<file path="config.mk">
export PLATFORM = sky130hd
export DESIGN_NAME = cct_top
export DESIGN_NICKNAME = d
export VERILOG_FILES = /design/src/pkg/cct_pkg.sv /design/src/hw/cct_top.sv
export VERILOG_INCLUDE_DIRS = /design/src /design/src/pkg
export SDC_FILE = /design/constraint.sdc
export NUM_CORES = 1
export LEC_CHECK = 0
export BUFFER_PORTS_ARGS = -buffer_cell sky130_fd_sc_hd__buf_2
export CAP_MARGIN = 20
export CORE_AREA = 5 5 165 167
export CTS_BUF_LIST = sky130_fd_sc_hd__clkbuf_4
export CTS_CLUSTER_DIAMETER = 150
export DETAILED_ROUTE_END_ITERATION = 10
export DIE_AREA = 0 0 170 172
export HOLD_SLACK_MARGIN = 0.12
export MAX_ROUTING_LAYER = met4
export PLACE_DENSITY = 0.67
export SYNTH_ARGS = -nofsm -noshare
export SYNTH_HDL_FRONTEND = slang
export SYNTH_SLANG_ARGS = --single-unit
</file>
<file path="constraint.sdc">
create_clock -name CLK -period 3.7 [get_ports CLK]
set_clock_uncertainty 0.1 [all_clocks]
set_input_delay 0 -clock CLK [delete_from_list [all_inputs] [get_ports CLK]]
set_output_delay 0 -clock CLK [all_outputs]
set_load 0.005 [all_outputs]
</file>
<file path="src/pkg/cct_defines.svh">
`ifndef CCT_DEFINES_SVH
`define CCT_DEFINES_SVH
// apb register byte offsets
`define CCT_OFF_CTRL      12'h000
`define CCT_OFF_TX_DIV    12'h004
`define CCT_OFF_RX_DIV    12'h008
`define CCT_OFF_ADJUST    12'h00C
`define CCT_OFF_STATUS    12'h010
// control field positions
`define CCT_CTRL_PAIR     4
`define CCT_CTRL_SYNC     5
`define CCT_CTRL_HPF      6
`define CCT_CTRL_BYTE     7
`define CCT_CTRL_DUAL     8
`define CCT_CTRL_GAIN_LO  0
`define CCT_CTRL_TXADJ_LO 9
`define CCT_CTRL_RXADJ_LO 11
// second field of the divider and adjust words
`define CCT_HI_LO         16
// reset values
`define CCT_DIV_RST       8'h12
`define CCT_ADJ_RST       8'h01
`define CCT_CTRL_RST      32'h0000_0060
// shift clock is master clock over four
`define CCT_SCLK_DIV      2'h3
`define CCT_GAP_SCLK      3'h4
`define CCT_WORD_BITS     5'h10
`define CCT_BYTE_BITS     5'h08
`endif

</file>
<file path="src/pkg/cct_pkg.sv">
package cct_pkg;
    typedef enum logic [1:0] {
        CCT_ADJ_NONE = 2'h0,
        CCT_ADJ_SUB  = 2'h1,
        CCT_ADJ_ADD  = 2'h2
    } cct_adj_e;
    typedef enum logic [1:0] {
        CCT_GAIN_1 = 2'h0,
        CCT_GAIN_2 = 2'h1,
        CCT_GAIN_4 = 2'h2
    } cct_gain_e;
    typedef enum logic [5:0] {
        CCT_IDLE = 6'h01,
        CCT_PRI  = 6'h02,
        CCT_GAP  = 6'h04,
        CCT_PRI2 = 6'h08,
        CCT_SECG = 6'h10,
        CCT_SEC  = 6'h20
    } cct_state_e;
    typedef struct packed {
        logic tx_fs_n;
        logic rx_fs_n;
        logic aux_fs_n;
        logic tx_eod_n;
        logic rx_eod_n;
    } cct_frame_s;
endpackage : cct_pkg

</file>
<file path="src/hw/cct_top.sv">
// Contract
// input pair select bit chooses main or auxiliary analog inputs.
// controller ignores receive results about 2 ms after pair change; the code has no such hold-off.
// programmable input gain of one, two or four.
// control bit inserts or bypasses receive high-pass stage.
// receive strobe divides receive filter clock by second receive counter.
// transmit strobe divides transmit filter clock by second transmit counter.
// sync select bit one means synchronous, zero asynchronous.
// synchronous mode takes receive timing from transmit counters.
// sync: frame syncs identical in primary; receive sync idle in secondary.
// word mode: syncs low, 16 bits each way, syncs high.
// after a word, one shift clock low end-of-data pulse on both outputs.
// dual-word mode asserts aux frame sync in secondary frame, routes aux.
// secondary frame starts four shift clocks after primary ends.
// byte mode: syncs low, 8 bits each way, end-of-data low.
// syncs high four shift clocks, second byte, syncs high, then eod high; the code raises eod in the same shift clock as the syncs.
// filter clock is master over twice first divider; rate over second.
// high-pass stage clocked at receive conversion rate.
// asynchronous mode uses receive dividers independently.
// four port configurations: sync or async, word or two bytes.
// shift clock is master clock divided by four.
// subtract or add option loads first counter with value minus/plus adjust; the code subtracts only when adjust is below the value.
// reset: dividers 18, adjusts 01, synchronous operation.
// counters reload every conversion period of their channel.
// second counter expiry gives one-cycle strobe, starting a frame.
// zero divider values are ignored; previous valid value kept.
//
// Local design decisions: the register offsets and the APB interface to the registers.
`include "cct_defines.svh"
module cct_top
    import cct_pkg::*;
#(
    parameter int DIV_W = 8
) (
    // clock and reset
    input  wire logic              CLK,
    input  wire logic              SYS_RST,
    // apb slave
    input  wire logic              PSEL,
    input  wire logic              PENABLE,
    input  wire logic              PWRITE,
    input  wire logic [11:0]       PADDR,
    input  wire logic [31:0]       PWDATA,
    output logic      [31:0]       PRDATA,
    output logic                   PREADY,
    output logic                   PSLVERR,
    // serial port
    output logic                   SHIFT_CLK,
    input  wire logic              SERIAL_IN_LINE,
    input  wire logic              AUX_SERIAL_INPUT,
    output logic                   SERIAL_OUT_LINE,
    output logic                   TRANSMIT_FRAME_SYNC_N,
    output logic                   RECEIVE_FRAME_SYNC_N,
    output logic                   AUX_DATA_FRAME_SYNC_N,
    output logic                   TRANSMIT_END_OF_DATA_N,
    output logic                   RECEIVE_END_OF_DATA_N,
    // converter side
    input  wire logic [15:0]       ADC_RESULT,
    output logic      [15:0]       DAC_WORD,
    output logic                   TX_CONVERT,
    output logic                   RX_CONVERT,
    output logic                   TX_FILTER_CLOCK,
    output logic                   RX_FILTER_CLOCK,
    output logic                   HPF_CLOCK,
    output logic                   HPF_ENABLE,
    output logic                   INPUT_PAIR_SELECT,
    output logic      [1:0]        INPUT_GAIN
);
    initial begin
        if (DIV_W < 2 || DIV_W > 16) $error("DIV_W out of range");
    end

    logic [31:0]      ctrl;
    logic [DIV_W-1:0] tx_a, tx_b, rx_a, rx_b, tx_adj, rx_adj;
    logic             apb_wr, addr_ok;
    logic             tx_fclk, rx_fclk, tx_strobe, rx_strobe_a;
    logic             sync_mode, byte_mode, dual_mode;

    assign apb_wr    = PSEL && PENABLE && PWRITE;
    assign sync_mode = ctrl[`CCT_CTRL_SYNC];
    assign byte_mode = ctrl[`CCT_CTRL_BYTE];
    assign dual_mode = ctrl[`CCT_CTRL_DUAL];
    assign PREADY    = 1'b1;
    assign addr_ok   = PADDR <= `CCT_OFF_STATUS && PADDR[1:0] == 2'h0;
    assign PSLVERR   = PSEL && PENABLE && !addr_ok;

    // zero keeps the old value
    function automatic logic [DIV_W-1:0] keep_nz(input logic [DIV_W-1:0] n,
                                                 input logic [DIV_W-1:0] o);
        return (n == '0) ? o : n;
    endfunction : keep_nz

    // control register
    always_ff @(posedge CLK) begin
        if (SYS_RST) begin
            ctrl <= `CCT_CTRL_RST;
        end else if (apb_wr && PADDR == `CCT_OFF_CTRL) begin
            ctrl <= PWDATA;
        end else begin
            // both chains may expire together; each clears its own adjust
            if (tx_strobe) begin
                ctrl[`CCT_CTRL_TXADJ_LO +: 2] <= CCT_ADJ_NONE; // one-shot adjust
            end
            if (rx_strobe_a) begin
                ctrl[`CCT_CTRL_RXADJ_LO +: 2] <= CCT_ADJ_NONE;
            end
        end
    end

    // divider and adjust registers
    always_ff @(posedge CLK) begin
        if (SYS_RST) begin
            tx_a   <= DIV_W'(`CCT_DIV_RST);
            tx_b   <= DIV_W'(`CCT_DIV_RST);
            rx_a   <= DIV_W'(`CCT_DIV_RST);
            rx_b   <= DIV_W'(`CCT_DIV_RST);
            tx_adj <= DIV_W'(`CCT_ADJ_RST);
            rx_adj <= DIV_W'(`CCT_ADJ_RST);
        end else if (apb_wr) begin
            if (PADDR == `CCT_OFF_TX_DIV) begin
                tx_a <= keep_nz(PWDATA[DIV_W-1:0], tx_a);
                tx_b <= keep_nz(PWDATA[`CCT_HI_LO +: DIV_W], tx_b);
            end
            if (PADDR == `CCT_OFF_RX_DIV) begin
                rx_a <= keep_nz(PWDATA[DIV_W-1:0], rx_a);
                rx_b <= keep_nz(PWDATA[`CCT_HI_LO +: DIV_W], rx_b);
            end
            if (PADDR == `CCT_OFF_ADJUST) begin
                tx_adj <= PWDATA[DIV_W-1:0];
                rx_adj <= PWDATA[`CCT_HI_LO +: DIV_W];
            end
        end
    end

    // analog front-end controls
    assign INPUT_PAIR_SELECT = ctrl[`CCT_CTRL_PAIR];
    assign INPUT_GAIN        = ctrl[`CCT_CTRL_GAIN_LO +: 2];
    assign HPF_ENABLE        = ctrl[`CCT_CTRL_HPF];

    // divider chain: first counter counts master clocks per filter half period
    logic [DIV_W+1:0] tx_ca, rx_ca;
    logic [DIV_W-1:0] tx_cb, rx_cb;
    logic             tx_half, rx_half;

    function automatic logic [DIV_W+1:0] load_a(input logic [DIV_W-1:0] a,
                                                input logic [DIV_W-1:0] adj,
                                                input logic [1:0] sel,
                                                input logic first_half);
        logic [DIV_W+1:0] base;
        base = {2'h0, a};
        if (first_half && sel == CCT_ADJ_SUB && adj < a) return base - {2'h0, adj};
        if (first_half && sel == CCT_ADJ_ADD) return base + {2'h0, adj};
        return base;
    endfunction : load_a

    assign tx_half   = (tx_ca == {{(DIV_W+1){1'b0}}, 1'b1});
    assign rx_half   = (rx_ca == {{(DIV_W+1){1'b0}}, 1'b1});
    assign tx_strobe = tx_half && tx_fclk && (tx_cb == {{(DIV_W-1){1'b0}}, 1'b1});
    assign rx_strobe_a = rx_half && rx_fclk && (rx_cb == {{(DIV_W-1){1'b0}}, 1'b1});

    // transmit chain: filter clock = master / (2*first)
    always_ff @(posedge CLK) begin
        if (SYS_RST) begin
            tx_ca   <= (DIV_W+2)'(`CCT_DIV_RST);
            tx_cb   <= DIV_W'(`CCT_DIV_RST);
            tx_fclk <= 1'b0;
        end else if (tx_half) begin
            tx_fclk <= !tx_fclk;
            tx_ca   <= load_a(tx_a, tx_adj, ctrl[`CCT_CTRL_TXADJ_LO +: 2],
                              tx_strobe);
            if (tx_fclk) begin
                tx_cb <= tx_strobe ? tx_b : tx_cb - 1'b1;
            end
        end else begin
            tx_ca <= tx_ca - 1'b1;
        end
    end

    // receive chain, used only asynchronously
    always_ff @(posedge CLK) begin
        if (SYS_RST) begin
            rx_ca   <= (DIV_W+2)'(`CCT_DIV_RST);
            rx_cb   <= DIV_W'(`CCT_DIV_RST);
            rx_fclk <= 1'b0;
        end else if (rx_half) begin
            rx_fclk <= !rx_fclk;
            rx_ca   <= load_a(rx_a, rx_adj, ctrl[`CCT_CTRL_RXADJ_LO +: 2],
                              rx_strobe_a);
            if (rx_fclk) begin
                rx_cb <= rx_strobe_a ? rx_b : rx_cb - 1'b1;
            end
        end else begin
            rx_ca <= rx_ca - 1'b1;
        end
    end

    logic rx_strobe;
    assign rx_strobe       = sync_mode ? tx_strobe : rx_strobe_a;
    assign TX_CONVERT      = tx_strobe;
    assign RX_CONVERT      = rx_strobe;
    assign TX_FILTER_CLOCK = tx_fclk;
    assign RX_FILTER_CLOCK = sync_mode ? tx_fclk : rx_fclk;

    // high-pass clock pulses once per receive conversion, so its rate equals it
    always_ff @(posedge CLK) begin
        if (SYS_RST) HPF_CLOCK <= 1'b0;
        else HPF_CLOCK <= rx_strobe;
    end

    // shift clock: master / 4
    logic [1:0] sdiv;
    logic       sfall;
    always_ff @(posedge CLK) begin
        if (SYS_RST) sdiv <= 2'h0;
        else sdiv <= sdiv + 2'h1;
    end
    assign SHIFT_CLK = sdiv[1];
    assign sfall     = (sdiv == `CCT_SCLK_DIV); // data changes here

    // frame sequencer
    cct_state_e state;
    cct_frame_s fr;
    logic [4:0] bitc;
    logic [2:0] gapc;
    logic       tx_pend, rx_pend, tx_act, rx_act, sec_pend;
    logic [15:0] tx_sh, rx_sh;

    // pending conversions start a frame
    always_ff @(posedge CLK) begin
        if (SYS_RST) begin
            tx_pend <= 1'b0;
            rx_pend <= 1'b0;
        end else begin
            tx_pend <= tx_strobe || (tx_pend && !(sfall && state == CCT_IDLE));
            rx_pend <= rx_strobe || (rx_pend && !(sfall && state == CCT_IDLE));
        end
    end

    always_ff @(posedge CLK) begin
        if (SYS_RST) begin
            state     <= CCT_IDLE;
            fr        <= '1;
            bitc      <= 5'h0;
            gapc      <= 3'h0;
            tx_act    <= 1'b0;
            rx_act    <= 1'b0;
            sec_pend  <= 1'b0;
            tx_sh     <= 16'h0000;
            rx_sh     <= 16'h0000;
            DAC_WORD  <= 16'h0000;
        end else if (sfall) begin
            unique case (state)
                CCT_IDLE: begin
                    fr.tx_eod_n <= 1'b1;
                    fr.rx_eod_n <= 1'b1;
                    if (tx_pend || rx_pend) begin
                        state      <= CCT_PRI;
                        fr.tx_fs_n <= !tx_pend;
                        fr.rx_fs_n <= !rx_pend;
                        rx_sh      <= ADC_RESULT;
                        bitc       <= byte_mode ? `CCT_BYTE_BITS : `CCT_WORD_BITS;
                        sec_pend   <= dual_mode && !byte_mode && tx_pend;
                        tx_act     <= tx_pend; // sides framed until this frame ends
                        rx_act     <= rx_pend;
                    end
                end
                CCT_PRI, CCT_PRI2, CCT_SEC: begin
                    tx_sh <= {tx_sh[14:0], SERIAL_IN_LINE};
                    rx_sh <= (state == CCT_SEC) ? {AUX_SERIAL_INPUT, 15'h0000}
                                                : {rx_sh[14:0], 1'b0};
                    bitc  <= bitc - 5'h1;
                    if (bitc == 5'h1) begin
                        fr.tx_fs_n  <= 1'b1;
                        fr.rx_fs_n  <= 1'b1;
                        fr.aux_fs_n <= 1'b1;
                        gapc        <= `CCT_GAP_SCLK;
                        if (state == CCT_PRI && byte_mode) begin
                            fr.tx_eod_n <= 1'b0;
                            fr.rx_eod_n <= 1'b0;
                            state       <= CCT_GAP;
                        end else begin
                            if (tx_act) begin
                                DAC_WORD <= {tx_sh[14:0], SERIAL_IN_LINE};
                            end
                            fr.tx_eod_n <= byte_mode; // byte mode: eod high in the same shift clock as syncs
                            fr.rx_eod_n <= byte_mode;
                            state <= (state == CCT_PRI && sec_pend) ? CCT_SECG : CCT_IDLE;
                        end
                    end
                end
                CCT_GAP: begin
                    gapc <= gapc - 3'h1;
                    if (gapc == 3'h1) begin
                        state      <= CCT_PRI2;
                        fr.tx_fs_n <= !tx_act;
                        fr.rx_fs_n <= !rx_act;
                        bitc       <= `CCT_BYTE_BITS;
                    end
                end
                CCT_SECG: begin
                    fr.tx_eod_n <= 1'b1;
                    fr.rx_eod_n <= 1'b1;
                    gapc        <= gapc - 3'h1;
                    if (gapc == 3'h1) begin
                        state       <= CCT_SEC;
                        fr.aux_fs_n <= 1'b0;
                        rx_sh       <= {AUX_SERIAL_INPUT, 15'h0000};
                        fr.tx_fs_n  <= 1'b0;
                        fr.rx_fs_n  <= sync_mode;
                        bitc        <= `CCT_WORD_BITS;
                    end
                end
            endcase
        end
    end

    assign TRANSMIT_FRAME_SYNC_N  = fr.tx_fs_n;
    assign RECEIVE_FRAME_SYNC_N   = fr.rx_fs_n;
    assign AUX_DATA_FRAME_SYNC_N  = fr.aux_fs_n;
    assign TRANSMIT_END_OF_DATA_N = fr.tx_eod_n;
    assign RECEIVE_END_OF_DATA_N  = fr.rx_eod_n;
    assign SERIAL_OUT_LINE        = rx_sh[15];

    // apb read data
    always_ff @(posedge CLK) begin
        if (SYS_RST) PRDATA <= 32'h0000_0000;
        else if (PSEL && !PENABLE) begin
            unique case (PADDR)
                `CCT_OFF_CTRL:   PRDATA <= ctrl;
                `CCT_OFF_TX_DIV: PRDATA <= {8'h00, 8'(tx_b), 8'h00, 8'(tx_a)};
                `CCT_OFF_RX_DIV: PRDATA <= {8'h00, 8'(rx_b), 8'h00, 8'(rx_a)};
                `CCT_OFF_ADJUST: PRDATA <= {8'h00, 8'(rx_adj), 8'h00, 8'(tx_adj)};
                `CCT_OFF_STATUS: PRDATA <= {26'h0, state};
                default:         PRDATA <= 32'h0000_0000;
            endcase
        end
    end

    // assertions
    eodw_a: assert property (@(posedge CLK) disable iff (SYS_RST)
        $fell(TRANSMIT_END_OF_DATA_N) && !byte_mode |-> ##4 TRANSMIT_END_OF_DATA_N)
        else $error("end-of-data pulse not one shift clock");
    rxsync_a: assert property (@(posedge CLK) disable iff (SYS_RST)
        sync_mode |-> RX_CONVERT == TX_CONVERT) else $error("receive not locked");
    secrx_a: assert property (@(posedge CLK) disable iff (SYS_RST)
        !AUX_DATA_FRAME_SYNC_N && sync_mode |-> RECEIVE_FRAME_SYNC_N)
        else $error("receive sync in secondary frame");
    shclk_a: assert property (@(posedge CLK) disable iff (SYS_RST)
        $rose(SHIFT_CLK) |-> ##4 $rose(SHIFT_CLK)) else $error("shift clock not /4");
    pair_a: assert property (@(posedge CLK) disable iff (SYS_RST)
        INPUT_PAIR_SELECT == ctrl[`CCT_CTRL_PAIR]) else $error("pair select wrong");
    strb_a: assert property (@(posedge CLK) disable iff (SYS_RST)
        TX_CONVERT |=> !TX_CONVERT) else $error("strobe longer than one cycle");
    nz_a: assert property (@(posedge CLK) disable iff (SYS_RST)
        tx_a != '0 && tx_b != '0 && rx_a != '0 && rx_b != '0)
        else $error("zero divider held");
    gap_a: assert property (@(posedge CLK) disable iff (SYS_RST)
        state == CCT_GAP && $rose(TRANSMIT_FRAME_SYNC_N) |-> TRANSMIT_FRAME_SYNC_N [*8])
        else $error("byte gap too short");
endmodule : cct_top

</file>
==> key figures <==
Die
  • # rows: 59
  • Die footprint: a little under 30000 um2
  • Height of the die: between 150 and 200 um
  • Core region area: ~26000 um2
  • Die Wd: 170 um
  • Num ports: between 100 and 150
  • Starting Density: 44.2%

Clocking
  • CTS Buf Count: 59
  • Worst skew pair latency: approximately 730 ps
  • Clock slew seen by the registers of the worst setup and hold paths: ~70 ps
  • Clk root buf: clkbuf_4
  • Postcts setup bufs: 0
  • Clock Path Buffers: 3
  • H-tree Lvls: 2
  • Clk sinks: approximately 220
  • CTS tree: yes

Synth
  • Ys Warns: 0
  • Seq/Total Area, Yosys: 39.4%
  • Yosys cell types: 80
  • Flip-flop and latch count after synthesis: approximately 220
  • Post-Syn Area per Cell: 7.97 um2
  • Post-synth EDFFs: 0
  • Synthesized cell area: 11300 um2
  • Cells after synthesis: about 1400
  • Post-synth net total: roughly 1500
  • Asr flop ratio synth: 0%
  • Top_reg_cell synth: dfxtp_1

Setup path
  • FF-to-FF Start: tx_cb[0]
  • Worst-path fanout max: 20
  • Critical Path Start Type: input pin
  • WS Path Type: input pin to flip-flop
  • Required @ worst endpoint: about 4300 ps
  • Worst setup EP type: flip-flop
  • R2R Path End: tx_ca[7]
  • Flop-to-flop setup slack: roughly 460 ps
  • Worst Setup SP: PADDR[7]
  • Worst-case reg-to-reg path depth: 8
  • Worst Path Arrival: roughly 4000 ps

Global routing
  • Global-route usage over all layers: ~26%
  • Pin count of the biggest net entering global routing: between 100 and 150
  • Initial antenna violation count: 3
  • Number of global-route vias before repair: 11400
  • Global-route wire length before repair: 59.7 mm
  • Total grt overflow: 0

Min path
  • Worst hold endpoint: rx_sh[9]
  • Hold Path Depth: 4
  • Worst hold start: ADC_RESULT[9]
  • Hold WC Path Type: input pin to flip-flop

Job
  • Max-capacitance violation count: 0

Timing
  • Min Tclk post-route: around 3500 ps
  • Setup Viol. Count Final: 0
  • Slew @ Worst Pin: a little under 1000 ps
  • RSZ-0062 raised after global routing: false
  • Final period utilization: just over 90%
  • Peak Freq: 0.290 GHz
  • Final hold violation count: 0
  • Worst slew margin: between 30% and 40%
  • Setup tns final: 0 ps
  • Slew Viols, Final: 0

Placement
  • Inst Count DP: about 1800
  • GP Congestion: 0.958
  • DP Area: 12300 um2
  • Port Buffers: between 100 and 150
  • Post-detail-place hpwl: approximately 24 mm

Routing
  • Vias post-DR: around 12000
  • 1st-pass router iterations: 8
  • Drt wl/cell: about 18 um
  • Post-DRT Antenna Nets: 0
  • Remaining DRCs: 0
  • Final wirelength: approximately 37 mm
  • DRT iter0 DRCs: 999
  • DR vias/cell: 5.61

Cells and area
  • Syn-to-layout area delta: 28.6%
  • Ratio of cells with drive above 1 in the final layout: roughly 16%
  • Finished Cell Area: 14600 um2
  • Most frequent cells in the layout: nand2_1 (238), dfxtp_1 (223), a21oi_1 (181)
  • Finished Layout Cells: between 2000 and 2500
  • Final Net Count: 1821
  • Utilization after layout: 56.9%
  • Commonest non-fill, non-tap cell in the layout: nand2_1

Pwr
  • Leakage: roughly 5.7 nW
  • Seq pwr share: between 50% and 60%
  • Combinational Power Share: around 7.4%
  • Psw: 1.26 mW
  • Power Density: 336 nW/um2
  • Worst ir drop on vdd: between 200 and 250 uV
  • Internal power: between 3 and 4 mW
  • Sw Share: 25.8%
  • Clock Power Share: between 40% and 50%

Status
  • Outcome: complete, no violations
-- power groups by stage --
stage                     clock network (mW)  logic (mW)  registers (mW)
final                                   2.08       0.364            2.46
after global routing                    2.28       0.391            2.46
after CTS                               2.13       0.354            2.46
after detailed placement                   0       0.258            2.51
after global placement                     0       0.257            2.51
after floorplan                            0       0.159            2.50
-- kinds of logic after synthesis --
logic type / count (synthesis) / synth area share, %
buffers and inverters: 141 / 4.97
DFF: 223 / 39.4
and+or+nand+nor: 576 / 23.9
xor gates and xnor gates: 21 / 1.62
muxes: 22 / 1.99
adders and majority gates: 49 / 5.68
AOI/OAI and AO/OA: 389 / 22.4
other: 1 / 0.0331
-- repair_timing --
action,in CTS,in global routing
endpoints found under the hold margin,217,0
hold buffers,158,0
resized for setup,0,1
endpoints found under the setup margin,0,2
-- cell usage after synthesis (4+ instances only) --
master    instances  area share (%)
nor2_1          118             3.9
nand3_1          65             2.9
and2_1            4            0.22
o21ai_0          24             1.1
or4_1             7            0.46
nor3b_1           4            0.27
a22oi_1          17             1.1
buf_2             9            0.40
clkbuf_1         73             2.4
o31ai_1           7            0.46
o22ai_1           7            0.39
dfxtp_1         223              39
xnor2_1          16             1.2
mux2i_1          18             1.6
nand2b_1         19             1.0
nand2_1         238             7.9
buf_4             4            0.27
a211oi_1         30             2.0
nor3_1           30             1.3
fa_1              4            0.71
o21ai_1          10            0.44
nor4_1           12            0.66
inv_1            51             1.7
a31oi_1           7            0.39
a221oi_1         14             1.1
and3_1           17            0.94
o211ai_1          4            0.27
xor2_1            5            0.39
nand3b_1         12            0.80
a222oi_1         17             1.5
nand4_1           8            0.44
a21o_1           18             1.2
a21oi_1         181             8.0
o21bai_1          5            0.33
nor2b_1          12            0.66
a211o_1          11            0.85
or3_1            10            0.55
ha_1             45             5.0
-- metal layers --
| metal | vias to the layer above | global-route usage (%) | part of all wire (%) |
|---|---|---|---|
| met5 | - | - | 0 |
| met4 | 0 | 10.5 | 3.4 |
| met3 | 92 | 4.12 | 6.8 |
| met2 | 461 | 41.5 | 48 |
| met1 | 5450 | 32.1 | 42 |
| li1 | 5682 | - | - |
-- flip-flops by register name, indices dropped and copies added (netlist names), 2 cells and up --
name      count
PRDATA       32
ctrl         32
DAC_WORD     16
rx_sh        16
tx_sh        15
rx_ca        10
tx_ca        10
rx_a          8
rx_adj        8
rx_b          8
rx_cb         8
tx_a          8
tx_adj        8
tx_b          8
tx_cb         8
state         6
bitc          5
gapc          3
sdiv          2
-- layout make-up --
cell class                 instances  area, um2
timing repair buffer             312       2440
antenna                            4       10.0
sequential                       223       4460
clock inverter                    19        100
clock buffer                      82        616
inverter                          51        191
multi-input combinational       1058       6330
tap                              335        419
fill                            2274      11100
-- worst max-delay path by stage --
stage                end  slack [ps]  depth (start not counted)
2_1_floorplan   rx_ca[2]        1050                          9
3_3_place_gp    tx_ca[7]         730                          8
3_5_place_dp    tx_ca[7]         600                          8
4_1_cts         ctrl[26]         270                         12
5_1_grt        tx_adj[6]          80                         11
6_report        ctrl[24]         250                         12
-- metrics by stage --
step                      total power, mW  setup WS [ps]  hold WS [ps]
after floorplan                      2.66           1050          24.0
after global placement               2.77            729           145
after detailed placement             2.77            596           146
after CTS                            4.94            266           130
after global routing                 5.13           84.1           160
final                                4.90            249           185
-- worst max-delay path, cell delays in order --
cell and delay (ps):
dlygate4sd3_1 530, buf_2 120, or2_2 330, nor3_2 280, nand2b_1 210, nor4_2 240
dlygate4sd3_1 620, buf_4 270, nand2_1 120, dlygate4sd3_1 600, a21oi_1 120, dlygate4sd3_1 570
Note: power is estimated with default switching activity, not from simulation.
